### config.mk
export PLATFORM = sky130hd
export DESIGN_NAME = edp_top
export DESIGN_NICKNAME = d
export VERILOG_FILES = /design/src/design/edp_pkg.sv /design/src/design/edp_top.sv
export VERILOG_INCLUDE_DIRS = /design/src /design/src/design
export SDC_FILE = /design/constraint.sdc
export NUM_CORES = 2
export LEC_CHECK = 0
export BUFFER_PORTS_ARGS = -buffer_cell sky130_fd_sc_hd__clkbuf_2
export CAP_MARGIN = 10
export CORE_AREA = 2 2 270 272
export DETAILED_ROUTE_END_ITERATION = 6
export DIE_AREA = 0 0 272 274
export PLACE_DENSITY = 0.72
export SLEW_MARGIN = 20
export SYNTH_ARGS = -nofsm -noshare
export SYNTH_HDL_FRONTEND = slang
export SYNTH_SLANG_ARGS = --single-unit
### constraint.sdc
create_clock -name clk -period 17 [get_ports clk]
set_input_delay 1.7 -clock clk [delete_from_list [all_inputs] [get_ports clk]]
set_output_delay 1.7 -clock clk [all_outputs]
set_load 0.02 [all_outputs]
### src/design/edp_regs.svh
// Register map, reset values and timing constants of the divided pulse output
`ifndef EDP_REGS_SVH
`define EDP_REGS_SVH
`define EDP_ADDR_CTRL       8'h00
`define EDP_ADDR_PPR        8'h04
`define EDP_ADDR_LIN_RES    8'h08
`define EDP_ADDR_MAX_SPEED  8'h0C
`define EDP_ADDR_PITCH      8'h10
`define EDP_ADDR_STATUS     8'h14
`define EDP_ADDR_MASK       8'h18
`define EDP_ADDR_INFO       8'h1C
`define EDP_CTRL_RESTART    0
`define EDP_CTRL_LINEAR     1
`define EDP_ST_SET_ERR      0
`define EDP_ST_OVERSPEED    1
`define EDP_PPR_DEFAULT     31'h0000_0800
`define EDP_PPR_MIN         31'h0000_0010
`define EDP_PPR_TOP         31'h0040_0000
`define EDP_PPR_BAND0       31'h0000_4000
`define EDP_LIN_DEFAULT     13'h0014
`define EDP_LIN_MAX         13'h1000
`define EDP_SPEED_DEFAULT   16'h0032
`define EDP_PITCH_DEFAULT   20'h007D0
`define EDP_SPEED_BAND0     16'h1770
`define EDP_PITCH_NUM       8'h48
`define EDP_PITCH_DEN       8'h64
`define EDP_BAND_MAX        4'h8
`define EDP_MAX_RATE_HZ     1600000
`define EDP_CLK_HZ          25000000
`define EDP_RES_20          2'h0
`define EDP_RES_22          2'h1
`endif

### src/design/edp_pkg.sv
// Types shared by the divided pulse output block
package edp_pkg;
    typedef struct packed {
        logic step;
        logic dir;
    } edp_enc_t;
    typedef enum logic [1:0] {
        EDP_Q00 = 2'b00,
        EDP_Q01 = 2'b01,
        EDP_Q11 = 2'b11,
        EDP_Q10 = 2'b10
    } edp_quad_t;
    typedef struct packed {
        logic phase_a_out;
        logic phase_a_out_n;
        logic phase_b_out;
        logic phase_b_out_n;
    } edp_phase_t;
endpackage : edp_pkg

### src/design/edp_top.sv
// Encoder divided pulse output with Wishbone register file
// Functional notes
// - Rotary pulse count 16..2^22, default 2048, on restart
// - Rotary output gives exactly configured pulses per rev
// - Rotary setting must sit on its band increment
// - Rotary speed limit 6000 halving per band
// - Bad rotary or linear setting raises setting error
// - Output edge rate held under about 1.6 Mpps
// - Speed above resolution limit raises overspeed alarm
// - Drive phases A, B and both complements
// - Linear edges per pitch 1..4096, default 20
// - Linear: feedback per pitch times 4, divided
// - Linear setting invalid above pitch/100/speed*72
// - Without converter, detected pitch replaces configured pitch
//
// Our own choices: the Wishbone slave port and the register offsets.
`timescale 1ns/1ps
`include "edp_regs.svh"
module edp_top
    import edp_pkg::*;
(
    input  wire logic        clk,
    input  wire logic        srst,
    input  wire logic        wb_cyc_i,
    input  wire logic        wb_stb_i,
    input  wire logic        wb_we_i,
    input  wire logic [7:0]  wb_adr_i,
    input  wire logic [3:0]  wb_sel_i,
    input  wire logic [31:0] wb_dat_i,
    output logic      [31:0] wb_dat_o,
    output logic             wb_ack_o,
    input  wire edp_enc_t    enc_in,
    input  wire logic [1:0]  enc_res_sel,
    input  wire logic [15:0] lin_fb_per_pitch,
    input  wire logic        converter_present,
    input  wire logic [19:0] detected_pitch,
    input  wire logic [15:0] motor_speed,
    output edp_phase_t       phase_out,
    output logic             irq
);
    localparam int GAP_CYC =
        (`EDP_CLK_HZ + `EDP_MAX_RATE_HZ - 1) / `EDP_MAX_RATE_HZ;
    localparam logic [4:0] GAP_LOAD = 5'(GAP_CYC - 1);

    // Band index: 0 up to 16384, one more per doubling above it
    function automatic logic [3:0] band_of(input logic [30:0] ppr);
        logic [3:0] b;
        b = 4'h0;
        for (int i = 1; i <= 8; i++) begin
            if (ppr > (`EDP_PPR_BAND0 << (i - 1))) begin
                b = 4'(i);
            end
        end
        return b;
    endfunction : band_of

    function automatic logic [31:0] merge(input logic [31:0] old,
                                          input logic [31:0] nw,
                                          input logic [3:0]  sel);
        logic [31:0] r;
        r = old;
        for (int i = 0; i < 4; i++) begin
            if (sel[i]) begin
                r[8*i +: 8] = nw[8*i +: 8];
            end
        end
        return r;
    endfunction : merge

    // Software-visible registers; mask_reg acts at once, pitch_reg at once for overspeed, the rest only on restart
    logic [30:0] ppr_reg;
    logic [12:0] lin_res_reg;
    logic [15:0] max_speed_reg;
    logic [19:0] pitch_reg;
    logic        linear_reg;
    logic [1:0]  mask_reg;
    logic [1:0]  status_reg;
    // Applied copies
    logic [30:0] act_ppr_reg;
    logic [12:0] act_lin_reg;
    logic [15:0] act_speed_reg;
    logic        act_linear_reg;
    logic        restart_reg;
    logic        set_err_reg;
    logic        overspeed_reg;
    logic [25:0] acc_reg;
    logic [7:0]  backlog_reg;
    logic [4:0]  gap_reg;
    edp_quad_t   quad_reg;

    logic        wb_hit;
    logic        wr;
    logic        rd_status;
    logic [31:0] cur;
    assign wb_hit = wb_cyc_i && wb_stb_i && !wb_ack_o;
    assign wr = wb_hit && wb_we_i;
    assign rd_status = wb_hit && !wb_we_i && wb_adr_i == `EDP_ADDR_STATUS;

    // Byte-merged write value of the addressed register
    always_comb begin
        case (wb_adr_i)
            `EDP_ADDR_CTRL:
                cur = merge({30'h0, linear_reg, 1'b0}, wb_dat_i, wb_sel_i);
            `EDP_ADDR_PPR:
                cur = merge({1'b0, ppr_reg}, wb_dat_i, wb_sel_i);
            `EDP_ADDR_LIN_RES:
                cur = merge({19'h0, lin_res_reg}, wb_dat_i, wb_sel_i);
            `EDP_ADDR_MAX_SPEED:
                cur = merge({16'h0, max_speed_reg}, wb_dat_i, wb_sel_i);
            `EDP_ADDR_PITCH:
                cur = merge({12'h0, pitch_reg}, wb_dat_i, wb_sel_i);
            `EDP_ADDR_MASK:
                cur = merge({30'h0, mask_reg}, wb_dat_i, wb_sel_i);
            default:
                cur = 32'h0;
        endcase
    end

    // Register writes
    always_ff @(posedge clk) begin
        restart_reg <= 1'b0;
        if (srst) begin
            ppr_reg       <= `EDP_PPR_DEFAULT;
            lin_res_reg   <= `EDP_LIN_DEFAULT;
            max_speed_reg <= `EDP_SPEED_DEFAULT;
            pitch_reg     <= `EDP_PITCH_DEFAULT;
            linear_reg    <= 1'b0;
            mask_reg      <= 2'h0;
        end else if (wr) begin
            case (wb_adr_i)
                `EDP_ADDR_CTRL: begin
                    linear_reg  <= cur[`EDP_CTRL_LINEAR];
                    restart_reg <= cur[`EDP_CTRL_RESTART];
                end
                `EDP_ADDR_PPR:       ppr_reg       <= cur[30:0];
                `EDP_ADDR_LIN_RES:   lin_res_reg   <= cur[12:0];
                `EDP_ADDR_MAX_SPEED: max_speed_reg <= cur[15:0];
                `EDP_ADDR_PITCH:     pitch_reg     <= cur[19:0];
                `EDP_ADDR_MASK:      mask_reg      <= cur[1:0];
                default: begin
                end
            endcase
        end
    end

    // Setting checks over the shadow values
    logic [3:0]  band;
    logic [4:0]  enc_bits;
    logic [30:0] rot_cap;
    logic        rot_ok;
    logic [19:0] eff_pitch;
    logic [35:0] lin_lhs;
    logic [27:0] lin_rhs;
    logic        lin_ok;
    logic [30:0] step_mask;
    always_comb begin
        band      = band_of(ppr_reg);
        step_mask = (31'h1 << band) - 31'h1;
        enc_bits  = (enc_res_sel == `EDP_RES_20) ? 5'd20 :
                    (enc_res_sel == `EDP_RES_22) ? 5'd22 : 5'd24;
        rot_cap   = 31'h1 << (enc_bits - 5'd2);
        rot_ok    = ppr_reg >= `EDP_PPR_MIN && ppr_reg <= `EDP_PPR_TOP
                    && (ppr_reg & step_mask) == 31'h0
                    && ppr_reg <= rot_cap;
        eff_pitch = converter_present ? pitch_reg : detected_pitch;
        lin_lhs   = 36'(lin_res_reg) * 36'(max_speed_reg)
                    * 36'(`EDP_PITCH_DEN);
        lin_rhs   = 28'(eff_pitch) * 28'(`EDP_PITCH_NUM);
        lin_ok    = lin_res_reg != 13'h0 && lin_res_reg <= `EDP_LIN_MAX
                    && lin_lhs <= 36'(lin_rhs);
    end

    // Restart applies settings; reset acts as a restart with defaults
    always_ff @(posedge clk) begin
        if (srst) begin
            act_ppr_reg    <= `EDP_PPR_DEFAULT;
            act_lin_reg    <= `EDP_LIN_DEFAULT;
            act_speed_reg  <= `EDP_SPEED_BAND0;
            act_linear_reg <= 1'b0;
            set_err_reg    <= 1'b0;
        end else if (restart_reg) begin
            act_ppr_reg    <= ppr_reg;
            act_lin_reg    <= lin_res_reg;
            act_linear_reg <= linear_reg;
            set_err_reg    <= linear_reg ? !lin_ok : !rot_ok;
            act_speed_reg  <= `EDP_SPEED_BAND0 >> band;
        end
    end

    // Overspeed: rotary against band limit, linear against pitch formula
    logic [35:0] spd_lhs;
    logic        over_now;
    always_comb begin
        spd_lhs  = 36'(act_lin_reg) * 36'(motor_speed)
                   * 36'(`EDP_PITCH_DEN);
        over_now = act_linear_reg ? (spd_lhs > 36'(lin_rhs))
                                  : (motor_speed > act_speed_reg);
    end

    always_ff @(posedge clk) begin
        if (srst) begin
            overspeed_reg <= 1'b0;
        end else begin
            overspeed_reg <= over_now;
        end
    end

    // Sticky status; a read clears, but a new event in that cycle wins
    logic [1:0] events;
    assign events = {over_now && !overspeed_reg,
                     restart_reg && (linear_reg ? !lin_ok : !rot_ok)};
    always_ff @(posedge clk) begin
        if (srst) begin
            status_reg <= 2'h0;
        end else begin
            status_reg <= (rd_status ? 2'h0 : status_reg) | events;
        end
    end

    always_ff @(posedge clk) begin
        if (srst) begin
            irq <= 1'b0;
        end else begin
            irq <= |(status_reg & mask_reg);
        end
    end

    // Fractional divider: one output edge per modulus crossing
    logic [26:0] inc;
    logic [26:0] modulus;
    logic [26:0] sum;
    logic        fwd_edge;
    logic        rev_edge;
    logic [25:0] acc_next;
    always_comb begin
        inc      = act_linear_reg ? 27'(act_lin_reg)
                                  : 27'({act_ppr_reg, 2'b00});
        modulus  = act_linear_reg ? 27'({lin_fb_per_pitch, 2'b00})
                                  : (27'h1 << enc_bits);
        fwd_edge = 1'b0;
        rev_edge = 1'b0;
        acc_next = acc_reg;
        sum      = 27'h0;
        if (enc_in.step && !set_err_reg && modulus != 27'h0) begin
            if (!enc_in.dir) begin
                sum = 27'(acc_reg) + inc;
                if (sum >= modulus) begin
                    fwd_edge = 1'b1;
                    sum      = sum - modulus;
                end
            end else begin
                sum = 27'(acc_reg) + modulus - inc;
                if (27'(acc_reg) < inc) begin
                    rev_edge = 1'b1;
                end else begin
                    sum = sum - modulus;
                end
            end
            acc_next = sum[25:0];
        end
    end

    always_ff @(posedge clk) begin
        if (srst || restart_reg) begin
            acc_reg <= 26'h0;
        end else begin
            acc_reg <= acc_next;
        end
    end

    // Edge backlog paced by a gap counter keeps the edge rate bounded
    logic emit;
    logic emit_rev;
    assign emit     = gap_reg == 5'h0 && backlog_reg != 8'h0;
    assign emit_rev = backlog_reg[7];
    always_ff @(posedge clk) begin
        if (srst || restart_reg) begin
            backlog_reg <= 8'h0;
            gap_reg     <= 5'h0;
        end else begin
            // Saturation loses edges; overspeed already flags this case
            if (fwd_edge && !emit_rev && backlog_reg != 8'h7F) begin
                backlog_reg <= backlog_reg + 8'h1 - (emit ? 8'h1 : 8'h0);
            end else if (fwd_edge && emit_rev) begin
                backlog_reg <= backlog_reg + 8'h1 + (emit ? 8'h1 : 8'h0);
            end else if (rev_edge && emit_rev && backlog_reg != 8'h81) begin
                backlog_reg <= backlog_reg - 8'h1 + (emit ? 8'h1 : 8'h0);
            end else if (rev_edge && !emit_rev) begin
                backlog_reg <= backlog_reg - 8'h1 - (emit ? 8'h1 : 8'h0);
            end else if (emit) begin
                backlog_reg <= emit_rev ? backlog_reg + 8'h1
                                        : backlog_reg - 8'h1;
            end
            if (emit) begin
                gap_reg <= GAP_LOAD;
            end else if (gap_reg != 5'h0) begin
                gap_reg <= gap_reg - 5'h1;
            end
        end
    end

    // Forward: A leads B; reverse: B leads A
    always_ff @(posedge clk) begin
        if (srst) begin
            quad_reg <= EDP_Q00;
        end else if (emit) begin
            case (quad_reg)
                EDP_Q00: quad_reg <= emit_rev ? EDP_Q01 : EDP_Q10;
                EDP_Q10: quad_reg <= emit_rev ? EDP_Q00 : EDP_Q11;
                EDP_Q11: quad_reg <= emit_rev ? EDP_Q10 : EDP_Q01;
                EDP_Q01: quad_reg <= emit_rev ? EDP_Q11 : EDP_Q00;
                default: quad_reg <= EDP_Q00;
            endcase
        end
    end

    always_ff @(posedge clk) begin
        if (srst) begin
            phase_out <= '{1'b0, 1'b1, 1'b0, 1'b1};
        end else begin
            phase_out.phase_a_out   <= quad_reg[1];
            phase_out.phase_a_out_n <= !quad_reg[1];
            phase_out.phase_b_out   <= quad_reg[0];
            phase_out.phase_b_out_n <= !quad_reg[0];
        end
    end

    // Wishbone slave: ack one cycle after the strobe, then drop
    always_ff @(posedge clk) begin
        if (srst) begin
            wb_ack_o <= 1'b0;
            wb_dat_o <= 32'h0;
        end else begin
            wb_ack_o <= wb_hit;
            if (wb_hit && !wb_we_i) begin
                case (wb_adr_i)
                    `EDP_ADDR_CTRL:      wb_dat_o <= {30'h0, linear_reg, 1'b0};
                    `EDP_ADDR_PPR:       wb_dat_o <= {1'b0, ppr_reg};
                    `EDP_ADDR_LIN_RES:   wb_dat_o <= {19'h0, lin_res_reg};
                    `EDP_ADDR_MAX_SPEED: wb_dat_o <= {16'h0, max_speed_reg};
                    `EDP_ADDR_PITCH:     wb_dat_o <= {12'h0, pitch_reg};
                    `EDP_ADDR_STATUS:    wb_dat_o <= {30'h0, status_reg};
                    `EDP_ADDR_MASK:      wb_dat_o <= {30'h0, mask_reg};
                    `EDP_ADDR_INFO:      wb_dat_o <= {act_speed_reg, 13'h0,
                                                      act_linear_reg,
                                                      overspeed_reg,
                                                      set_err_reg};
                    default:             wb_dat_o <= 32'h0;
                endcase
            end
        end
    end
endmodule : edp_top

## Yosys cells after proc, flatten, opt, wreduce, memory -nomap -nowiden

Index checks and enable logic that the tools add are counted.

| word-level totals | value |
|---|---|
| register bits after elaboration | 222 |
| output and inout bits | 38 |
| word-level logic and storage cells | 198 |

| operators by class | value |
|---|---|
| add/sub/neg operators | 14 |
| multiply operators | 5 |
| magnitude comparators | 17 |
| equal/unequal tests | 15 |
| shift-type cells | 4 |
| multiplexer cells | 57 |
| bitwise logic cells | 5 |
| reduce and logical (&&, ||, !) cells | 53 |

Operators by type and width:

| kind | number |
|---|---|
| $pmux W32 S8 | 1 |
| $mux W8 | 20 |
| $pmux W31 S5 | 1 |
| $mux W26 | 3 |
| $sub A26 B26 Y26 | 3 |
| $mul A29 B5 Y34 const B | 2 |
| $mul A13 B16 Y29 | 2 |
| $mux W27 | 2 |
| $mux W4 | 11 |
| $gt A36 B27 Y1 | 1 |
| $le A36 B27 Y1 | 1 |
| $eq A8 B5 Y1 const B | 4 |
| $and A31 B31 Y31 | 1 |
| $ge A31 B5 Y1 const B | 1 |
| $gt A31 B15 Y1 const B | 1 |
| $gt A31 B16 Y1 const B | 1 |
| $gt A31 B17 Y1 const B | 1 |
| $gt A31 B18 Y1 const B | 1 |
| $gt A31 B19 Y1 const B | 1 |
| $gt A31 B20 Y1 const B | 1 |
| $gt A31 B21 Y1 const B | 1 |
| $gt A31 B22 Y1 const B | 1 |
| $le A31 B23 Y1 const B | 1 |
| $le A31 B31 Y1 | 1 |
| 50 further kinds | 107 |

## Longest topological paths before layout

| logic depth | value |
|---|---|
| depth in word-level cells | 19 |
| depth in mapped cells | 49 |

## Worst setup path after synthesis

OpenSTA, ideal clock, no wires.

| timing path | value |
|---|---|
| path type | in2reg |
| from | input port motor_speed[6] |
| to | register status_reg[1] |
| setup time | 0.128 ns |
| arrival | 10.441 ns |
| required time | 16.872 ns |
| slack | 6.431 ns |
| stages | 43 |
| path buffers | 1 |
| cell sequence | clkbuf_1 > and2_1 > fa_1 > inv_1 > fa_1 > inv_1 > fa_1 > fa_1 > inv_1 > fa_1 > inv_1 > ha_1 > o21ai_0 > nand2b_1 > and2_1 > a21oi_1 > xnor2_1 > inv_1 > (+7 left out) > and2_1 > o211ai_1 > a311o_1 > nand2_1 > o21ai_0 > nor2b_1 > xnor2_1 > ha_1 > a21o_1 > a21oi_1 > o211ai_1 > a21oi_1 > a211oi_1 > a2111oi_0 > o311a_1 > o2111ai_1 > nor4b_1 > o31ai_1 |

| on the way | value |
|---|---|
| word-level cells in the longest chain between the ends | 6 |

RTL lines:

| element | RTL line | text |
|---|---|---|
| from (decl) | edp_top.sv:37 | `input wire logic [15:0] motor_speed,` |
| $mul A13 B16 Y29 | edp_top.sv:194 | `spd_lhs = 36'(act_lin_reg) * 36'(motor_speed)` |
| $mul A29 B5 Y34 | edp_top.sv:194 |  |
| $gt A36 B27 Y1 | edp_top.sv:196 | `over_now = act_linear_reg ? (spd_lhs > 36'(lin_rhs))` |
| $mux W1 * | edp_top.sv:196 |  |
| $logic_and A1 B1 Y1 * | edp_top.sv:210 | `assign events = {over_now && !overspeed_reg,` |
| $or A2 B2 Y2 * | edp_top.sv:216 | `status_reg <= (rd_status ? 2'h0 : status_reg) \| events;` |
| to (signal assigned) | edp_top.sv:216 |  |
| to (decl) | edp_top.sv:77 | `logic [1:0] status_reg;` |

Mark *: on every way between the ends. The rest lies on a longest branch, timed or not.
A chain may end at the register's enable or synchronous reset.

## Final worst setup path

Ends and elaborated chain as after synthesis.

==> summary.md <==
| Metric | Value |
|---|---|
| I/O pins | `144` |
| Initial antenna violation count | `10` |
| Outcome | `completed` |
| Max-slew violations | `0` |
| Post-Syn Instances | `4912` |
| Synth unique cells | `87` |
| Most frequent cells in the layout | `787 x inv_1, 599 x nand2_1, 573 x ha_1, 379 x fa_1, 293 x nor2_1` |
| Antenna viol nets, final | `0` |
| Placed cell areas | `a little over 0.04 mm^2` |
| Via count | `33900` |
| Drt total wl | `about 110000 um` |
| First-pass GRT wire length | `176000 um` |
| Final Cycle Share | `0.675` |
| CP Launch Point | `motor_speed[6]` |
| Clk Latency, worst-skew pair | `about 0.56 ns` |
| Most common cell after layout, fill and taps aside | `inv_1` |
| Core area | `slightly above 0.07 mm^2` |
| Final hold slack | `0.446 ns` |
| Crit path top cell by count | `inv_1` |
| Worst Path Class, Setup | `primary input to register` |
| Remaining global-route overflow | `0` |
| TritonRoute pass-1 iters | `7` |
| Worst R2R Setup Slack | `5.94 ns` |
| Drt initial violations | `2525` |
| Reg2Reg Launch Point | `lin_res_reg[2]$_SDFFE_PP1P_` |
| Asr flop ratio synth | `0` |
| DIE AREA | `0.0745 mm^2` |
| Syn_area_per_cell | `approximately 8 um^2` |
| Setup Slack @ Placement | `4.98 ns` |
| Internal power | `approximately 2.2 mW` |
| Synth area leader | `fa_1` |
| CP endpoint kind | `register` |
| PostCTS Resize Cnt | `0` |
| Critical path arrival | `11.87 ns` |
| Sequential-to-total area share from yosys stat | `0.111` |
| Total track usage | `0.293` |
| Crit-path max cell delay | `around 0.75 ns` |
| Worst path required time | `17.40 ns` |
| Nets | `slightly below 6000` |
| RSZ-0062 raised after global routing | `false` |
| Die Ht | `274 um` |
| Filler Cell Count | `6551` |
| Switching Share | `0.485` |
| Top_reg_cell synth | `dfxtp_1` |
| Synthesis Warnings | `0` |
| Clock Power Share | `0.133` |
| Sw power | `2.06 mW` |
| Crit Path Max Fanout | `14` |
| Share of total power in combinational logic | `0.726` |
| Routed wire per std cell | `18.4 um` |
| Number of flops mapped to enable cells by yosys | `0` |
| Seq pwr share | `0.141` |
| R2R depth | `39` |
| Cell area after layout | `0.0414 mm^2` |
| Post-synth top area share | `0.194` |
| Area Growth Syn to Fin | `5.73%` |
| Hpwl dp | `87200 um` |
| CTS Hold Bufs | `0` |
| Max VDD drop | `138 uV` |
| Setup crit start kind | `primary input` |
| Placement Rows | `between 90 and 100` |
| Hold Crit Depth | `1` |
| Layout cells sized above 1 | `0.0590` |
| CTS tree | `yes` |
| Initial core utilization | `0.544` |
| Fin crit period | `11.47 ns` |
| CTS root buf | `clkbuf_16` |
| TritonCTS Buffers | `25` |
| Setup violations, final | `0` |
| Chip Width | `about 270 um` |
| Clock-pin slew on the worst setup and hold paths | `around 0.06 ns` |
| Hold Vio Cnt, Final | `0` |
| Worst setup endpoint | `status_reg[1]$_SDFF_PP0_` |
| Vias per Instance | `5.75` |
| Static leakage | `around 21 nW` |
| Vias in the first global route | `between 30000 and 40000` |
| Max Freq | `87.2 MHz` |
| Worst-Margin Slew | `1.22 ns` |
| Max-Slew Margin vs Limit | `0.182` |
| Max-cap violations | `0` |
| Layout Skew | `0.0275 ns` |
| Power density cells | `103 mW/mm^2` |
| Worst path slowest cell | `nor4b_2` |
| Clock Sinks | `~220` |
| H-tree lvl count | `1` |
| Longest Clk Path Bufs | `3` |
| Post-CTS setup buffers | `0` |
| GP Congestion | `0.963` |
| IO Port Bufs | `141` |
| Largest cells by area after synthesis | `fa_1 19%, ha_1 18%, dfxtp_1 11%, inv_1 7.5%, nand2_1 5.7%` |
| Synth Register Bits | `218` |
| Final worst slack | `roughly 5.5 ns` |
| Setup_tns | `0 ns` |
| Worst r2r dst | `status_reg[0]$_SDFF_PP0_` |
| Largest net degree at the start of global routing | `109` |
| DRC violations left | `0` |
| HP Class | `register to register` |
| Post-synthesis cell area | `0.0392 mm^2` |
==> routing by layer <==
metal / track usage / wire length [um] / share of wire / vias up
met5: 0 / 80 / 0.00074 / -
met4: 0.0976 / 4040 / 0.037 / 12
met3: 0.0341 / 7980 / 0.074 / 232
met2: 0.481 / 48900 / 0.45 / 1158
met1: 0.401 / 47600 / 0.44 / 16200
li1: - / - / - / 16300
==> power by group through the flow <==
| stage | registers, mW | clock network [mW] | logic [mW] |
|---|---|---|---|
| after detailed placement | 0.607 | 0 | 3.02 |
| after global routing | 0.602 | 0.590 | 3.47 |
| after CTS | 0.596 | 0.574 | 3.05 |
| after floorplan | 0.587 | 0 | 2.44 |
| after global placement | 0.605 | 0 | 2.98 |
| final | 0.597 | 0.567 | 3.08 |
==> critical path, delay by kind of cell <==
family / cells / cell delay [ns]
xor gates and xnor gates: 2 / 0.36
and+or+nand+nor: 8 / 1.98
buffers and inverters: 8 / 0.70
adders and majority gates: 11 / 4.62
AOI/OAI and AO/OA: 14 / 2.50
==> cells in the mapped netlist (45+ instances only) <==
cell        n
nand2_1   599
and2_1    194
a21o_1     84
nand2b_1   49
a21oi_1   279
a211oi_1   45
xnor2_1   138
clkbuf_1  189
inv_1     787
nor3_1     61
nand3_1    78
fa_1      379
mux2i_1    92
xor2_1     80
o21ai_0   150
dfxtp_1   218
nor2_1    294
ha_1      573
==> cell type report <==
cell class | count | area [um^2] | share of cell area
Tap cell | 959 | 1200 | 0.0290
Timing Repair Buffer | 166 | 900 | 0.0217
Inverter | 787 | 2950 | 0.0713
Sequential cell | 218 | 4370 | 0.105
Multi-Input combinational cell | 3714 | 31100 | 0.752
Clock buffer | 30 | 654 | 0.0158
Antenna cell | 2 | 5.00 | 0.000121
Clock inverter | 16 | 188 | 0.00453
==> kinds of logic after synthesis <==
family,share of synthesized area
AND/OR/NAND/NOR,0.181
buffers and inverters,0.0947
adder cells (fa/ha/maj),0.377
AO/OA/AOI/OAI,0.154
XOR/XNOR,0.0488
flip-flops,0.111
multiplexers,0.0327
other,0.000192
==> how the worst min path moves through the flow <==
stage                                  start                  endpoint  slack, ns
detailed placement  quad_reg[1]$_SDFFE_PP0P_   phase_out[2]$_SDFF_PP1_       0.43
floorplan           quad_reg[1]$_SDFFE_PP0P_   phase_out[2]$_SDFF_PP1_       0.42
CTS                 quad_reg[1]$_SDFFE_PP0P_   phase_out[2]$_SDFF_PP1_       0.45
global route        overspeed_reg$_SDFF_PP0_  status_reg[1]$_SDFF_PP0_       0.48
global placement    quad_reg[0]$_SDFFE_PP0P_   phase_out[0]$_SDFF_PP1_       0.43
finish              quad_reg[1]$_SDFFE_PP0P_   phase_out[2]$_SDFF_PP1_       0.45
==> per-stage QoR <==
step	std cells	util	total power, mW
2_1_floorplan	4917	-	3.03
3_3_place_gp	5844	0.564	3.58
3_5_place_dp	5844	0.564	3.63
4_1_cts	5890	0.575	4.22
5_1_grt	5890	0.575	4.66
6_report	5892	0.575	4.25
Power figures use the tool's default switching activity.
